$ cat src/rtl/bnvr_pkg.sv
// Purpose: constants for the host-side controller of the bytewide nonvolatile RAM
// Assumes: 10 MHz clock, 100 ns period
// Notes:   Functional notes below
package bnvr_pkg;
    localparam int CLK_PERIOD_NS        = 100;
    localparam int ADDR_W               = 17;
    localparam int DATA_W               = 8;
    localparam int COL_W                = 3;
    // timing figures in ns as specified
    localparam int RANDOM_CYCLE_MIN_NS  = 350;
    localparam int PRECHARGE_MIN_NS     = 290;
    localparam int ACCESS_TIME_NS       = 60;
    localparam int PAGE_ACCESS_NS       = 25;
    localparam int SETUP_NS             = 60;
    // least times round up
    localparam int RANDOM_CYCLE_MIN_CYC = (RANDOM_CYCLE_MIN_NS + CLK_PERIOD_NS - 1) / CLK_PERIOD_NS;
    localparam int PRECHARGE_MIN_CYC    = (PRECHARGE_MIN_NS + CLK_PERIOD_NS - 1) / CLK_PERIOD_NS;
    localparam int ACCESS_CYC           = (ACCESS_TIME_NS + CLK_PERIOD_NS - 1) / CLK_PERIOD_NS;
    localparam int PAGE_ACCESS_CYC      = (PAGE_ACCESS_NS + CLK_PERIOD_NS - 1) / CLK_PERIOD_NS;
    localparam int SETUP_CYC            = (SETUP_NS + CLK_PERIOD_NS - 1) / CLK_PERIOD_NS;
    localparam int CNT_W                = 4;
    // unlock and finishing addresses
    localparam logic [ADDR_W-1:0] UNLOCK_A0 = 17'h05555;
    localparam logic [ADDR_W-1:0] UNLOCK_A1 = 17'h1aaaa;
    localparam logic [ADDR_W-1:0] UNLOCK_A2 = 17'h03333;
    localparam logic [ADDR_W-1:0] UNLOCK_A3 = 17'h1cccc;
    localparam logic [ADDR_W-1:0] UNLOCK_A4 = 17'h100ff;
    localparam logic [ADDR_W-1:0] UNLOCK_A5 = 17'h0ff00;
    localparam logic [ADDR_W-1:0] PROT_WA   = 17'h1aaaa;
    localparam logic [ADDR_W-1:0] PROT_WB   = 17'h1cccc;
    localparam logic [ADDR_W-1:0] FINISH_WA = 17'h0ff00;
    localparam logic [ADDR_W-1:0] RESET_RA  = 17'h00000;
    localparam logic [3:0]        PROT_STEPS = 4'ha;

    typedef enum logic [1:0] {
        CMD_READ  = 2'h0,
        CMD_WRITE = 2'h1,
        CMD_PROT  = 2'h2
    } bnvr_cmd_t;

    typedef enum logic [2:0] {
        ST_IDLE   = 3'b000,
        ST_SETUP  = 3'b001,
        ST_ACCESS = 3'b011,
        ST_HOLD   = 3'b010,
        ST_PRECH  = 3'b110
    } bnvr_state_t;
endpackage

$ cat src/rtl/bnvr_host.sv
// Purpose: host controller driving the bytewide nonvolatile RAM pins
// Assumes: one 10 MHz clock, synchronous pins, chip select raised per access
// Notes:   one access per read or write request; protection change runs as a ten-step script
`timescale 1ns/1ps
`default_nettype none
module bnvr_host
    import bnvr_pkg::*;
(
    input  wire logic                        clk,
    input  wire logic                        reset,
    input  wire logic                        req_valid,
    input  wire bnvr_pkg::bnvr_cmd_t         req_cmd,
    input  wire logic [bnvr_pkg::ADDR_W-1:0] req_addr,
    input  wire logic [bnvr_pkg::DATA_W-1:0] req_wdata,
    output logic                             req_ready,
    output logic                             rsp_valid,
    output logic [bnvr_pkg::DATA_W-1:0]      rsp_rdata,
    output logic                             locked_out,
    output logic                             chip_sel_n,
    output logic                             write_strobe_n,
    output logic                             out_drive_n,
    output logic [bnvr_pkg::ADDR_W-1:0]      mem_addr,
    output logic [bnvr_pkg::DATA_W-1:0]      dq_out,
    output logic                             dq_oe,
    input  wire logic [bnvr_pkg::DATA_W-1:0] dq_in,
    input  wire logic                        low_supply_lockout_n
);
    import bnvr_pkg::*;

    bnvr_state_t         state, next_state;
    logic [CNT_W-1:0]    cnt, next_cnt;
    logic                is_write, next_is_write;
    logic                in_prot, next_in_prot;
    logic [3:0]          step, next_step;
    logic [DATA_W-1:0]   prot_byte, next_prot_byte;
    logic                next_req_ready, next_rsp_valid, next_locked_out;
    logic                next_chip_sel_n, next_write_strobe_n, next_out_drive_n;
    logic [ADDR_W-1:0]   next_mem_addr;
    logic [DATA_W-1:0]   next_dq_out, next_rsp_rdata;
    logic                next_dq_oe;
    logic [ADDR_W:0]     next_access;

    // script for the protection change, one access per step
    function automatic logic [ADDR_W:0] prot_step(input logic [3:0] s);
        unique case (s)
            4'h0:    prot_step = {1'b0, UNLOCK_A0};
            4'h1:    prot_step = {1'b0, UNLOCK_A1};
            4'h2:    prot_step = {1'b0, UNLOCK_A2};
            4'h3:    prot_step = {1'b0, UNLOCK_A3};
            4'h4:    prot_step = {1'b0, UNLOCK_A4};
            4'h5:    prot_step = {1'b0, UNLOCK_A5};
            4'h6:    prot_step = {1'b1, PROT_WA};
            4'h7:    prot_step = {1'b1, PROT_WB};
            4'h8:    prot_step = {1'b1, FINISH_WA};
            default: prot_step = {1'b0, RESET_RA};
        endcase
    endfunction

    // script entry for the step after the current one
    assign next_access = prot_step(step + 4'h1);

    always_comb begin
        next_state          = state;
        next_cnt            = cnt;
        next_is_write       = is_write;
        next_in_prot        = in_prot;
        next_step           = step;
        next_prot_byte      = prot_byte;
        next_rsp_valid      = 1'b0;
        next_rsp_rdata      = rsp_rdata;
        next_chip_sel_n     = chip_sel_n;
        next_write_strobe_n = write_strobe_n;
        next_out_drive_n    = out_drive_n;
        next_mem_addr       = mem_addr;
        next_dq_out         = dq_out;
        next_dq_oe          = dq_oe;
        next_locked_out     = !low_supply_lockout_n;
        next_req_ready      = 1'b0;
        unique case (state)
            ST_IDLE: begin
                next_req_ready = low_supply_lockout_n;
                if (req_valid && req_ready && low_supply_lockout_n) begin
                    next_req_ready = 1'b0;
                    next_in_prot   = (req_cmd == CMD_PROT);
                    next_step      = 4'h0;
                    next_prot_byte = req_wdata;
                    next_state     = ST_SETUP;
                    if (req_cmd == CMD_PROT) begin
                        // script starts at first unlock read
                        next_mem_addr = UNLOCK_A0;
                        next_is_write = 1'b0;
                    end else begin
                        next_mem_addr = req_addr;
                        next_is_write = (req_cmd == CMD_WRITE);
                        next_dq_out   = req_wdata;
                        // strobe and data lead select
                        // same-edge strobe and select would leave the cycle kind ambiguous
                        next_write_strobe_n = (req_cmd != CMD_WRITE);
                        next_dq_oe          = (req_cmd == CMD_WRITE);
                    end
                end
            end
            ST_SETUP: begin
                // address stable before chip select falls
                next_chip_sel_n  = 1'b0;
                next_out_drive_n = is_write;
                // strobe low before select means write cycle
                next_write_strobe_n = !is_write;
                next_dq_oe       = is_write;
                next_cnt         = CNT_W'(RANDOM_CYCLE_MIN_CYC);
                next_state       = ST_ACCESS;
            end
            ST_ACCESS: begin
                if (cnt > CNT_W'(1)) begin
                    next_cnt = cnt - CNT_W'(1);
                end else begin
                    // data still driven as select rises
                    next_chip_sel_n     = 1'b1;
                    next_write_strobe_n = 1'b1;
                    next_out_drive_n    = 1'b1;
                    next_rsp_rdata      = is_write ? rsp_rdata : dq_in;
                    next_state          = ST_HOLD;
                end
            end
            ST_HOLD: begin
                next_dq_oe = 1'b0;
                next_cnt   = CNT_W'(PRECHARGE_MIN_CYC - 1);
                next_state = ST_PRECH;
            end
            ST_PRECH: begin
                if (cnt > CNT_W'(1)) begin
                    next_cnt = cnt - CNT_W'(1);
                end else if (in_prot && step != PROT_STEPS - 4'h1) begin
                    // script continues through finish write and read
                    next_step     = step + 4'h1;
                    next_is_write = next_access[ADDR_W];
                    next_mem_addr = next_access[ADDR_W-1:0];
                    next_write_strobe_n = !(low_supply_lockout_n && next_access[ADDR_W]);
                    next_dq_oe          = low_supply_lockout_n && next_access[ADDR_W];
                    next_dq_out   = (step + 4'h1 == 4'h7) ? ~prot_byte : prot_byte;
                    next_state    = low_supply_lockout_n ? ST_SETUP : ST_IDLE;
                end else begin
                    next_rsp_valid = 1'b1;
                    next_in_prot   = 1'b0;
                    next_state     = ST_IDLE;
                end
            end
            default: next_state = ST_IDLE;
        endcase
    end

    always_ff @(posedge clk) begin
        if (reset) begin
            state          <= ST_IDLE;
            cnt            <= '0;
            is_write       <= 1'b0;
            in_prot        <= 1'b0;
            step           <= 4'h0;
            prot_byte      <= 8'h00;
            req_ready      <= 1'b0;
            rsp_valid      <= 1'b0;
            rsp_rdata      <= 8'h00;
            locked_out     <= 1'b1;
            chip_sel_n     <= 1'b1;
            write_strobe_n <= 1'b1;
            out_drive_n    <= 1'b1;
            mem_addr       <= '0;
            dq_out         <= 8'h00;
            dq_oe          <= 1'b0;
        end else begin
            state          <= next_state;
            cnt            <= next_cnt;
            is_write       <= next_is_write;
            in_prot        <= next_in_prot;
            step           <= next_step;
            prot_byte      <= next_prot_byte;
            req_ready      <= next_req_ready;
            rsp_valid      <= next_rsp_valid;
            rsp_rdata      <= next_rsp_rdata;
            locked_out     <= next_locked_out;
            chip_sel_n     <= next_chip_sel_n;
            write_strobe_n <= next_write_strobe_n;
            out_drive_n    <= next_out_drive_n;
            mem_addr       <= next_mem_addr;
            dq_out         <= next_dq_out;
            dq_oe          <= next_dq_oe;
        end
    end

    // helper: cycles since chip select rose
    logic [CNT_W-1:0] high_cnt;
    always_ff @(posedge clk) begin
        if (reset) begin
            high_cnt <= '1;
        end else if (!chip_sel_n) begin
            high_cnt <= '0;
        end else if (high_cnt != '1) begin
            high_cnt <= high_cnt + CNT_W'(1);
        end
    end

    precharge_gap_a: assert property (@(posedge clk) disable iff (reset)
        $fell(chip_sel_n) |-> $past(high_cnt) >= CNT_W'(PRECHARGE_MIN_CYC))
        else $error("chip select high shorter than precharge");
    cycle_len_a: assert property (@(posedge clk) disable iff (reset)
        $fell(chip_sel_n) |-> !chip_sel_n [*4])
        else $error("select low shorter than random cycle");
    no_contention_a: assert property (@(posedge clk) disable iff (reset)
        dq_oe |-> out_drive_n)
        else $error("host drives while output drive low");
    write_data_a: assert property (@(posedge clk) disable iff (reset)
        ($rose(chip_sel_n) && $past(!write_strobe_n)) |-> dq_oe && $stable(dq_out))
        else $error("write data not held at select rise");
    strobe_toggle_a: assert property (@(posedge clk) disable iff (reset)
        $fell(write_strobe_n) |=> !write_strobe_n [*2])
        else $error("write strobe pulse too short");
    setup_time_a: assert property (@(posedge clk) disable iff (reset)
        $rose(chip_sel_n) && dq_oe |-> $past(dq_oe, 2) && $past(dq_out, 2) == dq_out)
        else $error("write data setup violated");
    lockout_block_a: assert property (@(posedge clk) disable iff (reset)
        locked_out |-> !req_ready)
        else $error("request accepted during lockout");
    prot_complement_a: assert property (@(posedge clk) disable iff (reset)
        (in_prot && step == 4'h7 && $fell(chip_sel_n)) |-> dq_out == ~prot_byte)
        else $error("protection confirm not complement");
    unlock_order_a: assert property (@(posedge clk) disable iff (reset)
        (in_prot && step == 4'h0 && $fell(chip_sel_n)) |-> mem_addr == UNLOCK_A0)
        else $error("unlock sequence not started at first address");
endmodule
`default_nettype wire

$ cat config.mk
export PLATFORM = sky130hd
export DESIGN_NAME = bnvr_host
export DESIGN_NICKNAME = d
export VERILOG_FILES = /design/src/rtl/bnvr_pkg.sv /design/src/rtl/bnvr_host.sv
export SDC_FILE = /design/constraint.sdc
export NUM_CORES = 1
export LEC_CHECK = 0
export BUFFER_PORTS_ARGS = -buffer_cell sky130_fd_sc_hd__buf_2
export CAP_MARGIN = 20
export CORE_ASPECT_RATIO = 1.4
export CORE_MARGIN = 2
export CORE_UTILIZATION = 40
export DETAILED_ROUTE_END_ITERATION = 10
export GPL_ROUTABILITY_DRIVEN = 1
export HOLD_SLACK_MARGIN = 0.08
export PLACE_DENSITY = 0.68
export SLEW_MARGIN = 10
export SYNTH_ARGS = -nofsm -noshare
export SYNTH_HDL_FRONTEND = slang
export SYNTH_SLANG_ARGS = --single-unit
$ cat constraint.sdc
create_clock -name clk -period 5.3 [get_ports clk]
set_clock_uncertainty 0.1 [all_clocks]
set_input_delay 1.06 -clock clk [delete_from_list [all_inputs] [get_ports clk]]
set_output_delay 1.06 -clock clk [all_outputs]
set_load 0.1 [all_outputs]
==> qor.csv <==
stage,metric,value,unit
run_status,status,completed,
clock_tree,TritonCTS clock tree,done,
synthesis,ys async rst share,0,
setup_path,crit path DAT,2910,ps
synthesis,Compound-Gate Fraction of Synth Area,0.265,
synthesis,synth top area cells,"dfxtp_1 (37%), nor2_1 (5.6%), nand2_1 (4.1%), a21oi_1 (3.9%), ha_1 (3.4%)",
clock_tree,Clock transition at path regs,50,ps
synthesis,synthesized flop and latch total,61,
synthesis,Post-Synth Adder-Cell Area,0.0341,
clock_tree,cts hold-fix bufs,0,
synthesis,Synth cell types,63,
setup_path,worst setup path startpoint,state[1],
final_layout,Finished Layout Cells,564,
routing,Detail Route Antenna Nets,0,
synthesis,Post-synth EDFFs,0,
place,Placed Cells,548,
synthesis,mux contribution to synthesized area,0.0303,
synthesis,post-synth top area cell,dfxtp_1,
clock_tree,clock latency on the worst-skew pair,330,ps
min_path,HP Start,prot_byte[4],
routing,vias per std cell,5.49,
synthesis,XOR/XNOR share of the synthesized area,0.0155,
global_route,M3 GR Usage,0.0446,
min_path,WHS Endpoint,prot_byte[4],
sta,minimum clock period,2800,ps
final_layout,Sequential Area,0.00122,sq mm
power,Max VDD drop,0.229,mV
global_route,largest net degree at the start of global routing,41,
final_layout,Filler cells,811,
synthesis,Mapped Avg Cell Area,8.37,sq um
floorplanning,core area,0.00810,sq mm
synthesis,main combinational cell family by area after synthesis,compound AO/OA/AOI/OAI gates,
final_layout,Final nets,505,
min_path,Worst Hold Depth,2,
final_layout,# diodes,0,
setup_path,reg2reg setup slack,2500,ps
sta,RSZ-0062 raised after global routing,false,
sta,Worst slew margin,0.495,
synthesis,Synth top area share,0.369,
floorplanning,chip width,80.8,microns
routing,vias,3094,
setup_path,Worst EP required,5410,ps
clock_tree,clock sinks,61,
flow_run,Max-Cap Viols,0,
setup_path,Worst setup EP type,flop,
global_route,grt peak-use layer,met2,
synthesis,syn nets,443,
clock_tree,Clock H-tree levels,3,
setup_path,Crit Path Class,flop to flop,
place,gpl congestion,0.843,
global_route,overall routing resource usage,0.194,
synthesis,Netlist Area Pre-Place,0.00331,sq mm
routing,DRT iter0 DRCs,102,
min_path,worst hold path class,flop to flop,
synthesis,top_reg_cell synth,dfxtp_1,
setup_path,RR Endpoint,dq_out[0],
setup_path,Top Family by Delay on Critical Path,compound AO/OA/AOI/OAI gates,
sta,Final TNS setup,0,ps
setup_path,crit start category,flop,
synthesis,Post-Synthesis Cells,395,
final_layout,Area Overhead vs Synth,21.3,%
sta,Setup Viol. Count Final,0,
final_layout,share of cells above drive strength 1,0.253,
final_layout,Multi-input gate area,0.00187,sq mm
routing,mean routed wirelength per cell,14.7,microns
routing,DR pass1 iterations,4,
synthesis,yosys warns,0,
floorplanning,DIE AREA,0.00902,sq mm
global_route,total grt overflow,0,
place,port buffer count,78,
routing,drt total wl,8.30,mm
setup_path,worst r2r path cells,6,
clock_tree,post-CTS setup buffers,0,
global_route,initial antenna violation count,0,
place,detailed placement HPWL,6.00,mm
setup_path,worst-path cell chain,and3b_1 > buf_4 > nand3_1 > o21ai_4 > a21oi_4 > a22o_1,
synthesis,"Seq/Total Area, Yosys",0.369,
synthesis,Post-Synth Simple-Gate Area,0.221,
floorplanning,I/O Pins,79,
setup_path,Max stage delay on crit path,740,ps
setup_path,peak fanout along the critical path,30,
power,leakage power,0.00165,uW
setup_path,critical path's slowest cell,dfxtp_1,
power,Power Density,326,mW/mm^2
floorplanning,Die Y,112,microns
global_route,grt met2 use,0.333,
sta,Final period util,0.529,
sta,worst slew pin tran,757,ps
sta,Hold Fails Final Rpt,0,
setup_path,CP Buf/Inv Count,1,
global_route,vias in the first global route,3037,
clock_tree,TritonCTS buffer count,9,
setup_path,reg2reg start,state[1],
global_route,met1 GRT Util,0.224,
global_route,first-pass GRT wire length,13.9,mm
clock_tree,"Gates resized, CTS repair",0,
clock_tree,Longest Clk Path Bufs,2,
routing,# DRC,0,
sta,Max Freq,357,MHz
floorplanning,Std-Cell Rows,39,
floorplanning,Initial Util,0.408,
sta,Max Slew Vio Count,0,
clock_tree,clk root buf,clkbuf_16,
==> tightest hold or removal path: cells and delay by family (launching register included) <==
kind / cells / cell delay, ps
flip-flops: 1 / 310
AND/OR/NAND/NOR: 1 / 50
AO/OA/AOI/OAI: 1 / 50
==> per-layer routing <==
metal / part of all wire / wire [microns] / vias to the layer above
li1: - / - / 1546
met1: 0.43 / 3550 / 1436
met2: 0.49 / 4100 / 93
met3: 0.051 / 419 / 19
met4: 0.028 / 235 / 0
met5: 0 / 0 / -
==> final cells by class <==
cell class	count	area share
clock buffer	13	0.0699
timing repair buffer	80	0.101
sequential	61	0.304
clock inverter	3	0.0162
multi-input combinational	294	0.466
inverter	11	0.0103
tap	102	0.0318
==> stage by stage <==
step	instance area [sq um]	setup slack (ps)	total power [uW]	util	hold slack (ps)
6_report	4010	2500	1310	0.495	363
5_1_grt	4010	2290	1350	0.495	390
4_1_cts	4010	2530	1320	0.495	364
3_5_place_dp	3670	2510	653	0.453	357
3_3_place_gp	3670	2570	651	0.453	349
2_1_floorplan	3310	2890	620	-	341
==> flip-flops by register name, summed over array words and instances, names as in the netlist <==
register / cells
rsp_valid: 1
locked_out: 1
prot_byte: 8
rsp_rdata: 8
step: 4
dq_out: 8
req_ready: 1
state: 3
mem_addr: 17
is_write: 1
in_prot: 1
cnt: 4
chip_sel_n: 1
dq_oe: 1
write_strobe_n: 1
out_drive_n: 1
==> kinds of logic (layout without fill, tap and decap cells) <==
family,after synthesis,in the layout
simple gates,146,146
buf+inv,40,107
fa+ha+maj,9,9
flops,61,61
mux,10,10
compound gates,124,124
xor+xnor,5,5
==> placed cells by master, fill, tap and decap left out, drive strengths merged, types with 10 or more instances in the layout <==
cell    instances
or3            10
nand2          36
buf            80
nor2           55
clkbuf         13
o21ai          23
mux2i          10
a21oi          27
dfxtp          61
a31oi          15
a211oi         14
inv            11
==> worst max-delay path by stage <==
stage | cells past startpoint | end
after floorplan | 7 | mem_addr[13]
after detailed placement | 6 | dq_out[2]
after global placement | 6 | dq_out[1]
after global routing | 6 | dq_out[0]
final | 6 | dq_out[0]
after CTS | 6 | dq_out[0]
==> where the power goes <==
group	total, uW	switching, uW	internal, uW
logic	162	118	44.5
clock network	663	201	462
registers	483	10.9	472
total	1310	330	978
==> cell usage after synthesis, types with 2 or more instances <==
library cell / number
a211oi_1: 10
a211oi_2: 4
a21o_1: 4
a21oi_1: 26
a22o_1: 7
a22oi_1: 3
a311oi_1: 5
a31oi_1: 14
buf_2: 8
buf_6: 5
clkbuf_1: 14
dfxtp_1: 61
ha_1: 9
inv_1: 11
mux2i_1: 10
nand2_1: 36
nand2b_1: 8
nand3_1: 7
nand3_2: 2
nand3b_1: 6
nor2_1: 49
nor2_2: 5
nor3_1: 7
nor3b_1: 2
o211ai_1: 6
o21a_1: 2
o21ai_0: 20
o21ai_1: 2
o22ai_1: 2
o31ai_1: 2
o41ai_1: 4
or2_1: 2
or2_2: 2
or3_1: 9
xnor2_1: 2
xor2_1: 2
(Power assumes the default switching activity.)
